<file path="src/ioad_pkg.sv">
package ioad_pkg;

  // Widths of the address path
  localparam int ADDR_W = 12;
  localparam int FILE_W = 8;
  localparam int BANK_W = 4;
  localparam int LIT_W = 6;
  localparam int PC_W = 21;
  localparam int INSTR_W = 16;
  localparam int NUM_PTR = 3;

  // Opcode patterns
  localparam logic [7:0] OP_SUBTRACT_FROM_POINTER_HI = 8'he9;
  localparam logic [1:0] SEL_RETURN = 2'h3;
  localparam logic [1:0] SEL_PTR_TWO = 2'h2;

  // Field positions in the instruction word
  localparam int OPHI_MSB = 15;
  localparam int OPHI_LSB = 8;
  localparam int SEL_MSB = 7;
  localparam int SEL_LSB = 6;
  localparam int LIT_MSB = 5;
  localparam int FILE_MSB = 7;
  localparam int ACCESS_BIT = 8;
  localparam int DEST_BIT = 9;

  // Access-bank split and data space limits
  localparam logic [FILE_W-1:0] INDEX_LIMIT = 8'h5f;
  localparam logic [BANK_W-1:0] ACCESS_HIGH_PAGE = 4'hf;
  localparam logic [BANK_W-1:0] ACCESS_LOW_PAGE = 4'h0;

  // Reset values
  localparam logic [ADDR_W-1:0] PTR_RESET = 12'h000;
  localparam logic [PC_W-1:0] PC_RESET = 21'h000000;

  typedef enum logic [0:0] {
    IOAD_ST_EXEC = 1'b0,
    IOAD_ST_NOP = 1'b1
  } ioad_state_type;

  // Result of decoding one file-operand instruction
  typedef struct packed {
    logic [ADDR_W-1:0] addr;
    logic valid;
    logic indexed;
    logic dest_file;
  } ioad_access_type;

  // Result of a pointer subtraction
  typedef struct packed {
    logic [PC_W-1:0] pc_value;
    logic pc_load;
    logic nop_next;
  } ioad_flow_type;

  // Byte- and bit-oriented opcodes that carry the access bit
  function automatic logic ioad_has_access(
    input logic [INSTR_W-1:0] w
  );
    logic r;
    r = 1'b0;
    if (w[15:9] == 7'h01) begin
      r = 1'b1;
    end else if (w[15:10] == 6'h01) begin
      r = 1'b1;
    end else if (w[15:12] >= 4'h1 && w[15:12] <= 4'hb) begin
      r = 1'b1;
    end
    return r;
  endfunction

  // Opcodes whose bit 9 is the destination choice
  function automatic logic ioad_has_dest(input logic [INSTR_W-1:0] w);
    logic r;
    r = 1'b0;
    if (w[15:10] == 6'h01) begin
      r = 1'b1;
    end else if (w[15:12] >= 4'h1 && w[15:12] <= 4'h5) begin
      r = 1'b1;
    end
    return r;
  endfunction

endpackage

</file>
<file path="src/ioad_ptr_reg.sv">
`timescale 1ns/1ns
module ioad_ptr_reg
  import ioad_pkg::*;
#(
  parameter int W = ADDR_W,
  parameter int LW = LIT_W
) (
  // Clock and reset
  input wire logic i_clk,
  input wire logic i_rst,
  // Update requests
  input wire logic i_load,
  input wire logic [W-1:0] i_load_value,
  input wire logic i_sub,
  input wire logic [LW-1:0] i_lit,
  // Current value
  output logic [W-1:0] o_value
);

  logic [W-1:0] value;
  logic [W-1:0] next_value;

  initial begin
    if (LW >= W || W < 1) begin
      $error("ioad_ptr_reg: literal must be narrower than pointer");
    end
  end

  // Subtraction wraps within the data space
  always_comb begin
    next_value = value;
    if (i_sub) begin
      next_value = value - W'(i_lit);
    end else if (i_load) begin
      next_value = i_load_value;
    end
  end

  always_ff @(posedge i_clk or posedge i_rst) begin
    if (i_rst) begin
      value <= W'(PTR_RESET);
    end else begin
      value <= next_value;
    end
  end

  assign o_value = value;

endmodule // ioad_ptr_reg

</file>
<file path="src/ioad_decode.sv">
`timescale 1ns/1ns
// Summary of operation
// RL1: Return-subtract takes 6-bit literal 0..63 off pointer two, writes back.
// RL2: After pointer update, return-subtract loads program counter from stack top.
// RL3: Return-subtract is one word, two cycles; second cycle is a no-op.
// RL4: Pattern 1110 1001 11kk kkkk, select 11, acts only on pointer two.
// RL5: Extension off: access bit 0 uses access bank, 1 uses selected bank.
// RL6: Extension on, access bit 0, operand up to 5Fh: pointer two plus offset.
// RL7: Remap applies to every byte and bit instruction carrying the access bit.
// RL8: Extension enable alone turns on indexed offset mode; no other control.
// RL9: Pointer two zero makes indexed addresses equal the plain access addresses.
// RL10: Destination bit keeps its meaning: working register or file register.
// RL11: Extension on, access bit 0, operand above 5Fh: plain access bank.
// RL12: Pointer subtract takes 6-bit literal off pointer zero, one or two.
// RL13: Pointer-based address wraps within 12-bit, 4096-byte data space.
// RL14: Extended set and indexed mode are on when enable bit is 1.
module ioad_decode
  import ioad_pkg::*;
#(
  parameter int PCW = PC_W
) (
  // Clock and reset
  input wire logic i_clk,
  input wire logic i_rst,
  // Configuration
  input wire logic i_extended_set_enable,
  // Instruction stream
  input wire logic i_instr_valid,
  input wire logic [INSTR_W-1:0] i_instr,
  output logic o_instr_ready,
  // Core state feeding the address path and program flow
  input wire logic [BANK_W-1:0] i_bank_select_register,
  input wire logic [PCW-1:0] i_top_of_return_stack,
  // Pointer load from other instructions
  input wire logic i_ptr_load,
  input wire logic [1:0] i_ptr_load_sel,
  input wire logic [ADDR_W-1:0] i_ptr_load_value,
  // Data memory address path
  output logic [ADDR_W-1:0] o_data_addr,
  output logic o_data_addr_valid,
  output logic o_indexed,
  output logic o_dest_file,
  // Program flow
  output logic o_pc_load,
  output logic [PCW-1:0] o_pc_value,
  output logic o_nop_cycle,
  // Status
  output logic o_extended_active,
  output logic [ADDR_W-1:0] o_ptr_zero,
  output logic [ADDR_W-1:0] o_ptr_one,
  output logic [ADDR_W-1:0] o_ptr_two
);

  initial begin
    if (PCW < 1 || PCW > 32) begin
      $error("ioad_decode: program counter width out of range");
    end
  end

  ioad_state_type state;
  ioad_state_type next_state;

  logic ext_meta;
  logic ext_sync;
  logic accept;
  logic is_subtract_from_pointer;
  logic is_return;
  logic [1:0] sel;
  logic [LIT_W-1:0] lit;
  logic [FILE_W-1:0] file_op;
  logic access_bit;
  logic [ADDR_W-1:0] ptr_val [NUM_PTR];
  logic [NUM_PTR-1:0] ptr_sub;
  logic [NUM_PTR-1:0] ptr_load;
  ioad_access_type next_access;
  ioad_flow_type next_flow;
  ioad_access_type access;
  ioad_flow_type flow;

  // Enable bit comes from outside the core clock; two flops first
  always_ff @(posedge i_clk or posedge i_rst) begin
    if (i_rst) begin
      ext_meta <= 1'b0;
      ext_sync <= 1'b0;
    end else begin
      ext_meta <= i_extended_set_enable;
      ext_sync <= ext_meta;
    end
  end

  // One bit turns on both the new opcodes and indexed mode
  assign o_extended_active = ext_sync; // [RL8] [RL14]

  // Second cycle of a return blocks the next word
  assign o_instr_ready = (state == IOAD_ST_EXEC); // [RL3]
  assign accept = i_instr_valid && o_instr_ready;

  // Field extraction
  assign sel = i_instr[SEL_MSB:SEL_LSB];
  assign lit = i_instr[LIT_MSB:0];
  assign file_op = i_instr[FILE_MSB:0];
  assign access_bit = i_instr[ACCESS_BIT];

  // Pointer-subtract opcodes exist only with the extension on
  assign is_subtract_from_pointer =
    ext_sync && (i_instr[OPHI_MSB:OPHI_LSB] == OP_SUBTRACT_FROM_POINTER_HI); // [RL4]
  assign is_return = is_subtract_from_pointer && (sel == SEL_RETURN); // [RL4]

  // Select 11 is redirected to pointer two
  always_comb begin
    ptr_sub = '0;
    ptr_load = '0;
    for (int i = 0; i < NUM_PTR; i++) begin
      if (accept && is_subtract_from_pointer) begin
        if (sel == 2'(i)) begin
          ptr_sub[i] = 1'b1; // [RL12]
        end else if (is_return && sel == SEL_RETURN &&
                     2'(i) == SEL_PTR_TWO) begin
          ptr_sub[i] = 1'b1; // [RL1] [RL4]
        end
      end
      if (i_ptr_load && i_ptr_load_sel == 2'(i)) begin
        ptr_load[i] = 1'b1;
      end
    end
  end

  // Subtraction has priority over an external load in the same cycle
  ioad_ptr_reg #(
    .W(ADDR_W),
    .LW(LIT_W)
  ) u_ptr_zero (
    .i_clk(i_clk),
    .i_rst(i_rst),
    .i_load(ptr_load[0]),
    .i_load_value(i_ptr_load_value),
    .i_sub(ptr_sub[0]),
    .i_lit(lit),
    .o_value(ptr_val[0])
  );

  ioad_ptr_reg #(
    .W(ADDR_W),
    .LW(LIT_W)
  ) u_ptr_one (
    .i_clk(i_clk),
    .i_rst(i_rst),
    .i_load(ptr_load[1]),
    .i_load_value(i_ptr_load_value),
    .i_sub(ptr_sub[1]),
    .i_lit(lit),
    .o_value(ptr_val[1])
  );

  ioad_ptr_reg #(
    .W(ADDR_W),
    .LW(LIT_W)
  ) u_ptr_two (
    .i_clk(i_clk),
    .i_rst(i_rst),
    .i_load(ptr_load[2]),
    .i_load_value(i_ptr_load_value),
    .i_sub(ptr_sub[2]), // [RL1]
    .i_lit(lit),
    .o_value(ptr_val[2])
  );

  assign o_ptr_zero = ptr_val[0];
  assign o_ptr_one = ptr_val[1];
  assign o_ptr_two = ptr_val[2];

  // Effective address of a file operand
  always_comb begin
    next_access = '0;
    if (accept && ioad_has_access(i_instr)) begin // [RL7]
      next_access.valid = 1'b1;
      next_access.dest_file = 1'b0;
      if (ioad_has_dest(i_instr)) begin
        next_access.dest_file = i_instr[DEST_BIT]; // [RL10]
      end
      if (access_bit) begin
        next_access.addr = {i_bank_select_register, file_op}; // [RL5]
      end else if (ext_sync && file_op <= INDEX_LIMIT) begin
        // Sum wraps at the top of the data space; pointer two at zero gives identity
        next_access.addr =
          ptr_val[2] + ADDR_W'(file_op); // [RL6] [RL9] [RL13]
        next_access.indexed = 1'b1; // [RL6]
      end else if (file_op <= INDEX_LIMIT) begin
        next_access.addr = {ACCESS_LOW_PAGE, file_op}; // [RL5]
      end else begin
        // Upper access half never indexes
        next_access.addr = {ACCESS_HIGH_PAGE, file_op}; // [RL5] [RL11]
      end
    end
  end

  // Program flow for the return form
  always_comb begin
    next_flow = '0;
    if (accept && is_return) begin
      next_flow.pc_load = 1'b1; // [RL2]
      next_flow.pc_value = i_top_of_return_stack; // [RL2]
      next_flow.nop_next = 1'b1; // [RL3]
    end
  end

  // Two-cycle sequencing
  always_comb begin
    next_state = state;
    case (state)
      IOAD_ST_EXEC: begin
        if (next_flow.nop_next) begin
          next_state = IOAD_ST_NOP; // [RL3]
        end
      end
      IOAD_ST_NOP: begin
        next_state = IOAD_ST_EXEC; // [RL3]
      end
      default: begin
        next_state = IOAD_ST_EXEC;
      end
    endcase
  end

  always_ff @(posedge i_clk or posedge i_rst) begin
    if (i_rst) begin
      state <= IOAD_ST_EXEC;
    end else begin
      state <= next_state;
    end
  end

  // Address path registers; address holds between valid pulses
  always_ff @(posedge i_clk or posedge i_rst) begin
    if (i_rst) begin
      access <= '0;
    end else begin
      access.valid <= next_access.valid;
      if (next_access.valid) begin
        access.addr <= next_access.addr;
        access.indexed <= next_access.indexed;
        access.dest_file <= next_access.dest_file;
      end
    end
  end

  // Flow registers; the load pulses one cycle, pointer already updated
  always_ff @(posedge i_clk or posedge i_rst) begin
    if (i_rst) begin
      flow <= '0;
      flow.pc_value <= PCW'(PC_RESET);
    end else begin
      flow.pc_load <= next_flow.pc_load; // [RL2]
      flow.nop_next <= next_flow.nop_next; // [RL3]
      if (next_flow.pc_load) begin
        flow.pc_value <= next_flow.pc_value;
      end
    end
  end

  assign o_data_addr = access.addr;
  assign o_data_addr_valid = access.valid;
  assign o_indexed = access.indexed;
  assign o_dest_file = access.dest_file;
  assign o_pc_load = flow.pc_load;
  assign o_pc_value = flow.pc_value;
  assign o_nop_cycle = flow.nop_next;

endmodule // ioad_decode

</file>
<file path="config.mk">
export PLATFORM = sky130hd
export DESIGN_NAME = ioad_decode
export DESIGN_NICKNAME = d
export VERILOG_FILES = /design/src/ioad_pkg.sv /design/src/ioad_ptr_reg.sv /design/src/ioad_decode.sv
export SDC_FILE = /design/constraint.sdc
export NUM_CORES = 1
export LEC_CHECK = 0
export BUFFER_PORTS_ARGS = -buffer_cell sky130_fd_sc_hd__clkbuf_2
export CAP_MARGIN = 40
export CORE_MARGIN = 5
export CORE_UTILIZATION = 57
export CTS_CLUSTER_DIAMETER = 80
export DETAILED_ROUTE_END_ITERATION = 7
export PLACE_DENSITY = 0.86
export SLEW_MARGIN = 20
export SYNTH_ARGS = -nofsm -noshare
export SYNTH_HDL_FRONTEND = slang
export SYNTH_SLANG_ARGS = --single-unit
</file>
<file path="constraint.sdc">
create_clock -name i_clk -period 3.4 [get_ports i_clk]
set_clock_uncertainty 0.15 [all_clocks]
set_input_delay 0.34 -clock i_clk [delete_from_list [all_inputs] [get_ports i_clk]]
set_output_delay 0.34 -clock i_clk [all_outputs]
set_load 0.1 [all_outputs]
</file>
==> impl_metrics.env <==
export IMPL_outcome="finished clean"
export IMPL_ys_warn_count=0
export IMPL_drcViolationCount=0
export IMPL_relSlewSlack_pct=55.5
export IMPL_cts_buffers=9
export IMPL_die_h_microns=103
export IMPL_drt_iter0_drc=210
export IMPL_yosysTopAreaCell="dfrtp_1"
export IMPL_final_cells=769
export IMPL_drv_slew=0
export IMPL_clock_root_buffer="clkbuf_8"
export IMPL_synth_ff_latch_count=76
export IMPL_wl_microns=13400
export IMPL_core_area_sq_um=8300
export IMPL_start_kind="flop"
export IMPL_power_density_nw_per_um2=587
export IMPL_r2r_slack_ns=0.85
export IMPL_rsz0062_at_grt="false"
export IMPL_drt_pass1_iterations=5
export IMPL_synth_ff_type="dfrtp_1"
export IMPL_fillerInstances=653
export IMPL_gr_total_overflow=0
export IMPL_htreeDepth=3
export IMPL_finalHoldViolCount=0
export IMPL_setup_tns_ns=0
export IMPL_cts_tree="yes"
export IMPL_die_area_sq_um=10600
export IMPL_cp_max_fo=6
export IMPL_clock_path_buffers=2
export IMPL_crit_path_start="u_ptr_two.o_value[1]$_DFFE_PP0P_"
export IMPL_clk_pin_slew_ns=0.09
export IMPL_synth_edf_count=0
export IMPL_fin_crit_sh_pct=75.0
export IMPL_maxCapViolCount=0
export IMPL_r2r_start="u_ptr_two.o_value[1]$_DFFE_PP0P_"
export IMPL_dpl_hpwl_microns=10400
export IMPL_cp_required_ns=3.52
export IMPL_cts_resized=0
export IMPL_layout_commonest_cell="clkbuf_2"
export IMPL_place_inst=751
export IMPL_setup_viol=0
export IMPL_arrival_ns=2.67
export IMPL_layout_area_overhead_vs_synth_pct=20.5
export IMPL_dp_slack_ns=0.650
export IMPL_fin_ws_ns=0.849
export IMPL_multi_input_area_sq_um=2790
export IMPL_avgSynthCellArea_sq_um=9.32
export IMPL_rows=33
export IMPL_synthArstFlopShare_pct=100
export IMPL_worst_slew_pin_slew_ns=0.667
export IMPL_grt_pass1_vias=4466
export IMPL_clk_latency_ns=0.35
export IMPL_layout_drive_gt1_share_pct=29.5
export IMPL_hold_buffers=2
export IMPL_postRouteAntennaNets=0
export IMPL_antenna_found_initial=0
export IMPL_power_leakage_nw=2.94
export IMPL_dieWidth_microns=103
export IMPL_vias=4557
export IMPL_fin_crit_ns=2.55
export IMPL_drt_wirelength_per_cell_microns=17.4
export IMPL_initial_utilization_pct=59.1
export IMPL_cts_num_sinks=76
export IMPL_criticalPathCategory="flop to flop"
export IMPL_rr_endpoint="u_ptr_two.o_value[9]$_DFFE_PP0P_"
export IMPL_io_pins=136
export IMPL_cts_setup_buffers=0
export IMPL_syn_nets=616
export IMPL_antennaDiodeCount=0
export IMPL_track_usage_pct=25.6
export IMPL_peakVddDrop_mv=0.399
export IMPL_netlist_area_sq_um=4900
export IMPL_gp_congestion=0.882
export IMPL_grt_max_degree=47
export IMPL_clock_fmax_ghz=0.392
export IMPL_yosys_top_cells_area="dfrtp_1 39%, ha_1 6.6%, mux2_2 5.1%, nand2_1 3.9%, o21ai_0 3.5%"
export IMPL_synthDominantCellAreaShare_pct=38.8
export IMPL_viasPerCell=5.93
export IMPL_final_cell_mix="135 x clkbuf_2, 76 x dfrtp_1, 51 x nand2_1"
export IMPL_crit_path_end_kind="flop"
export IMPL_synth_cell_types=68
export IMPL_whs_ns=0.0493
export IMPL_synth_cells=526
export IMPL_fin_util_pct=71.2
export IMPL_hold_class="primary input to flop"
export IMPL_seq_area_sq_um=1900
export IMPL_reg2reg_depth=7
export IMPL_nets=749
export IMPL_io_buffers=135
export IMPL_ys_seq_area_share_pct=38.8
export IMPL_cp_endpoint="u_ptr_two.o_value[9]$_DFFE_PP0P_"
export IMPL_grt_pass1_wl_microns=21400
layer usage:
layer / vias to the layer above / routed length (microns) / GRT usage (%)
li1: 2167 / - / -
met1: 2160 / 5670 / 34.3
met2: 203 / 6480 / 43.1
met3: 27 / 992 / 4.33
met4: 0 / 223 / 7.37
met5: - / 0 / 0
power by group:
group	switching [W]	internal, W
Sequential	0.000114	0.00100
Clock	0.000386	0.000352
Combinational	0.00123	0.000387
through the flow:
step	cell area, sq um	total power, W
final	5910	0.00347
after floorplan	4900	0.00241
after detailed placement	5680	0.00273
after global placement	5660	0.00270
after CTS	5910	0.00348
after global routing	5910	0.00364
registers in the layout, indices dropped and copies added, names as in the netlist:
signal and flops:
o_nop_cycle 1, ext_meta 1, o_indexed 1, o_data_addr 12, o_data_addr_valid 1, state 1
o_pc_value 21, u_ptr_one.o_value 12, o_extended_active 1, u_ptr_zero.o_value 12, u_ptr_two.o_value 12, o_dest_file 1
cells in the mapped netlist (all sizes together) (3+ instances only):
cell,instances
nand3,11
ha,26
buf,11
xnor2,13
o22ai,6
o311ai,3
nor4b,3
and2,7
a21oi,30
o21bai,3
nor2,41
or3,10
clkbuf,10
a22oi,4
a31oi,5
nor3b,4
dfrtp,76
mux2,24
nand2,52
o21ai,38
nand3b,8
a211oi,8
nor3,14
and3,8
nand4b,5
inv,32
o211ai,4
a211o,3
nor2b,8
fa,4
or2,3
o21a,3
nor4,3
mux2i,14
o31ai,4
worst max-delay path, stage by stage, from the launching register on:
cell and delay, ns:
dfrtp_1 0.46, ha_1 0.32, nor2b_1 0.14, o21a_1 0.18
o21ai_0 0.32, a31oi_1 0.26, or4_1 0.52, o211ai_1 0.12
worst min path at each step:
stage                     cells past startpoint                       from                           to  slack [ns]
after floorplan                               0         ext_meta$_DFF_PP0_  o_extended_active$_DFF_PP0_        0.18
after global placement                        0         ext_meta$_DFF_PP0_  o_extended_active$_DFF_PP0_        0.18
after detailed placement                      0         ext_meta$_DFF_PP0_  o_extended_active$_DFF_PP0_        0.18
after CTS                                     2  i_top_of_return_stack[17]   o_pc_value[17]$_DFFE_PP0P_        0.04
after global routing                          2  i_top_of_return_stack[17]   o_pc_value[17]$_DFFE_PP0P_        0.04
final                                         2  i_top_of_return_stack[17]   o_pc_value[17]$_DFFE_PP0P_        0.05
cell type report:
| class | count | area share [%] |
|---|---|---|
| clock buffer | 9 | 2.10 |
| inverter | 32 | 2.03 |
| multi-input combinational | 397 | 47.2 |
| tap | 105 | 2.22 |
| clock inverter | 7 | 1.42 |
| sequential | 76 | 32.2 |
| timing repair buffer | 143 | 12.9 |
cells by family (layout without fill, tap and decap cells):
group | Yosys count | count (layout) | synth area share (%)
AO/OA/AOI/OAI | 126 | 126 | 16.5
flip-flops | 76 | 76 | 38.8
AND/OR/NAND/NOR | 188 | 188 | 20.9
buffers and inverters | 53 | 191 | 4.52
multiplexers | 38 | 38 | 8.37
XOR/XNOR | 15 | 15 | 2.68
adder cells (fa/ha/maj) | 30 | 30 | 8.27
No activity file was read; power rests on OpenSTA's default activity.
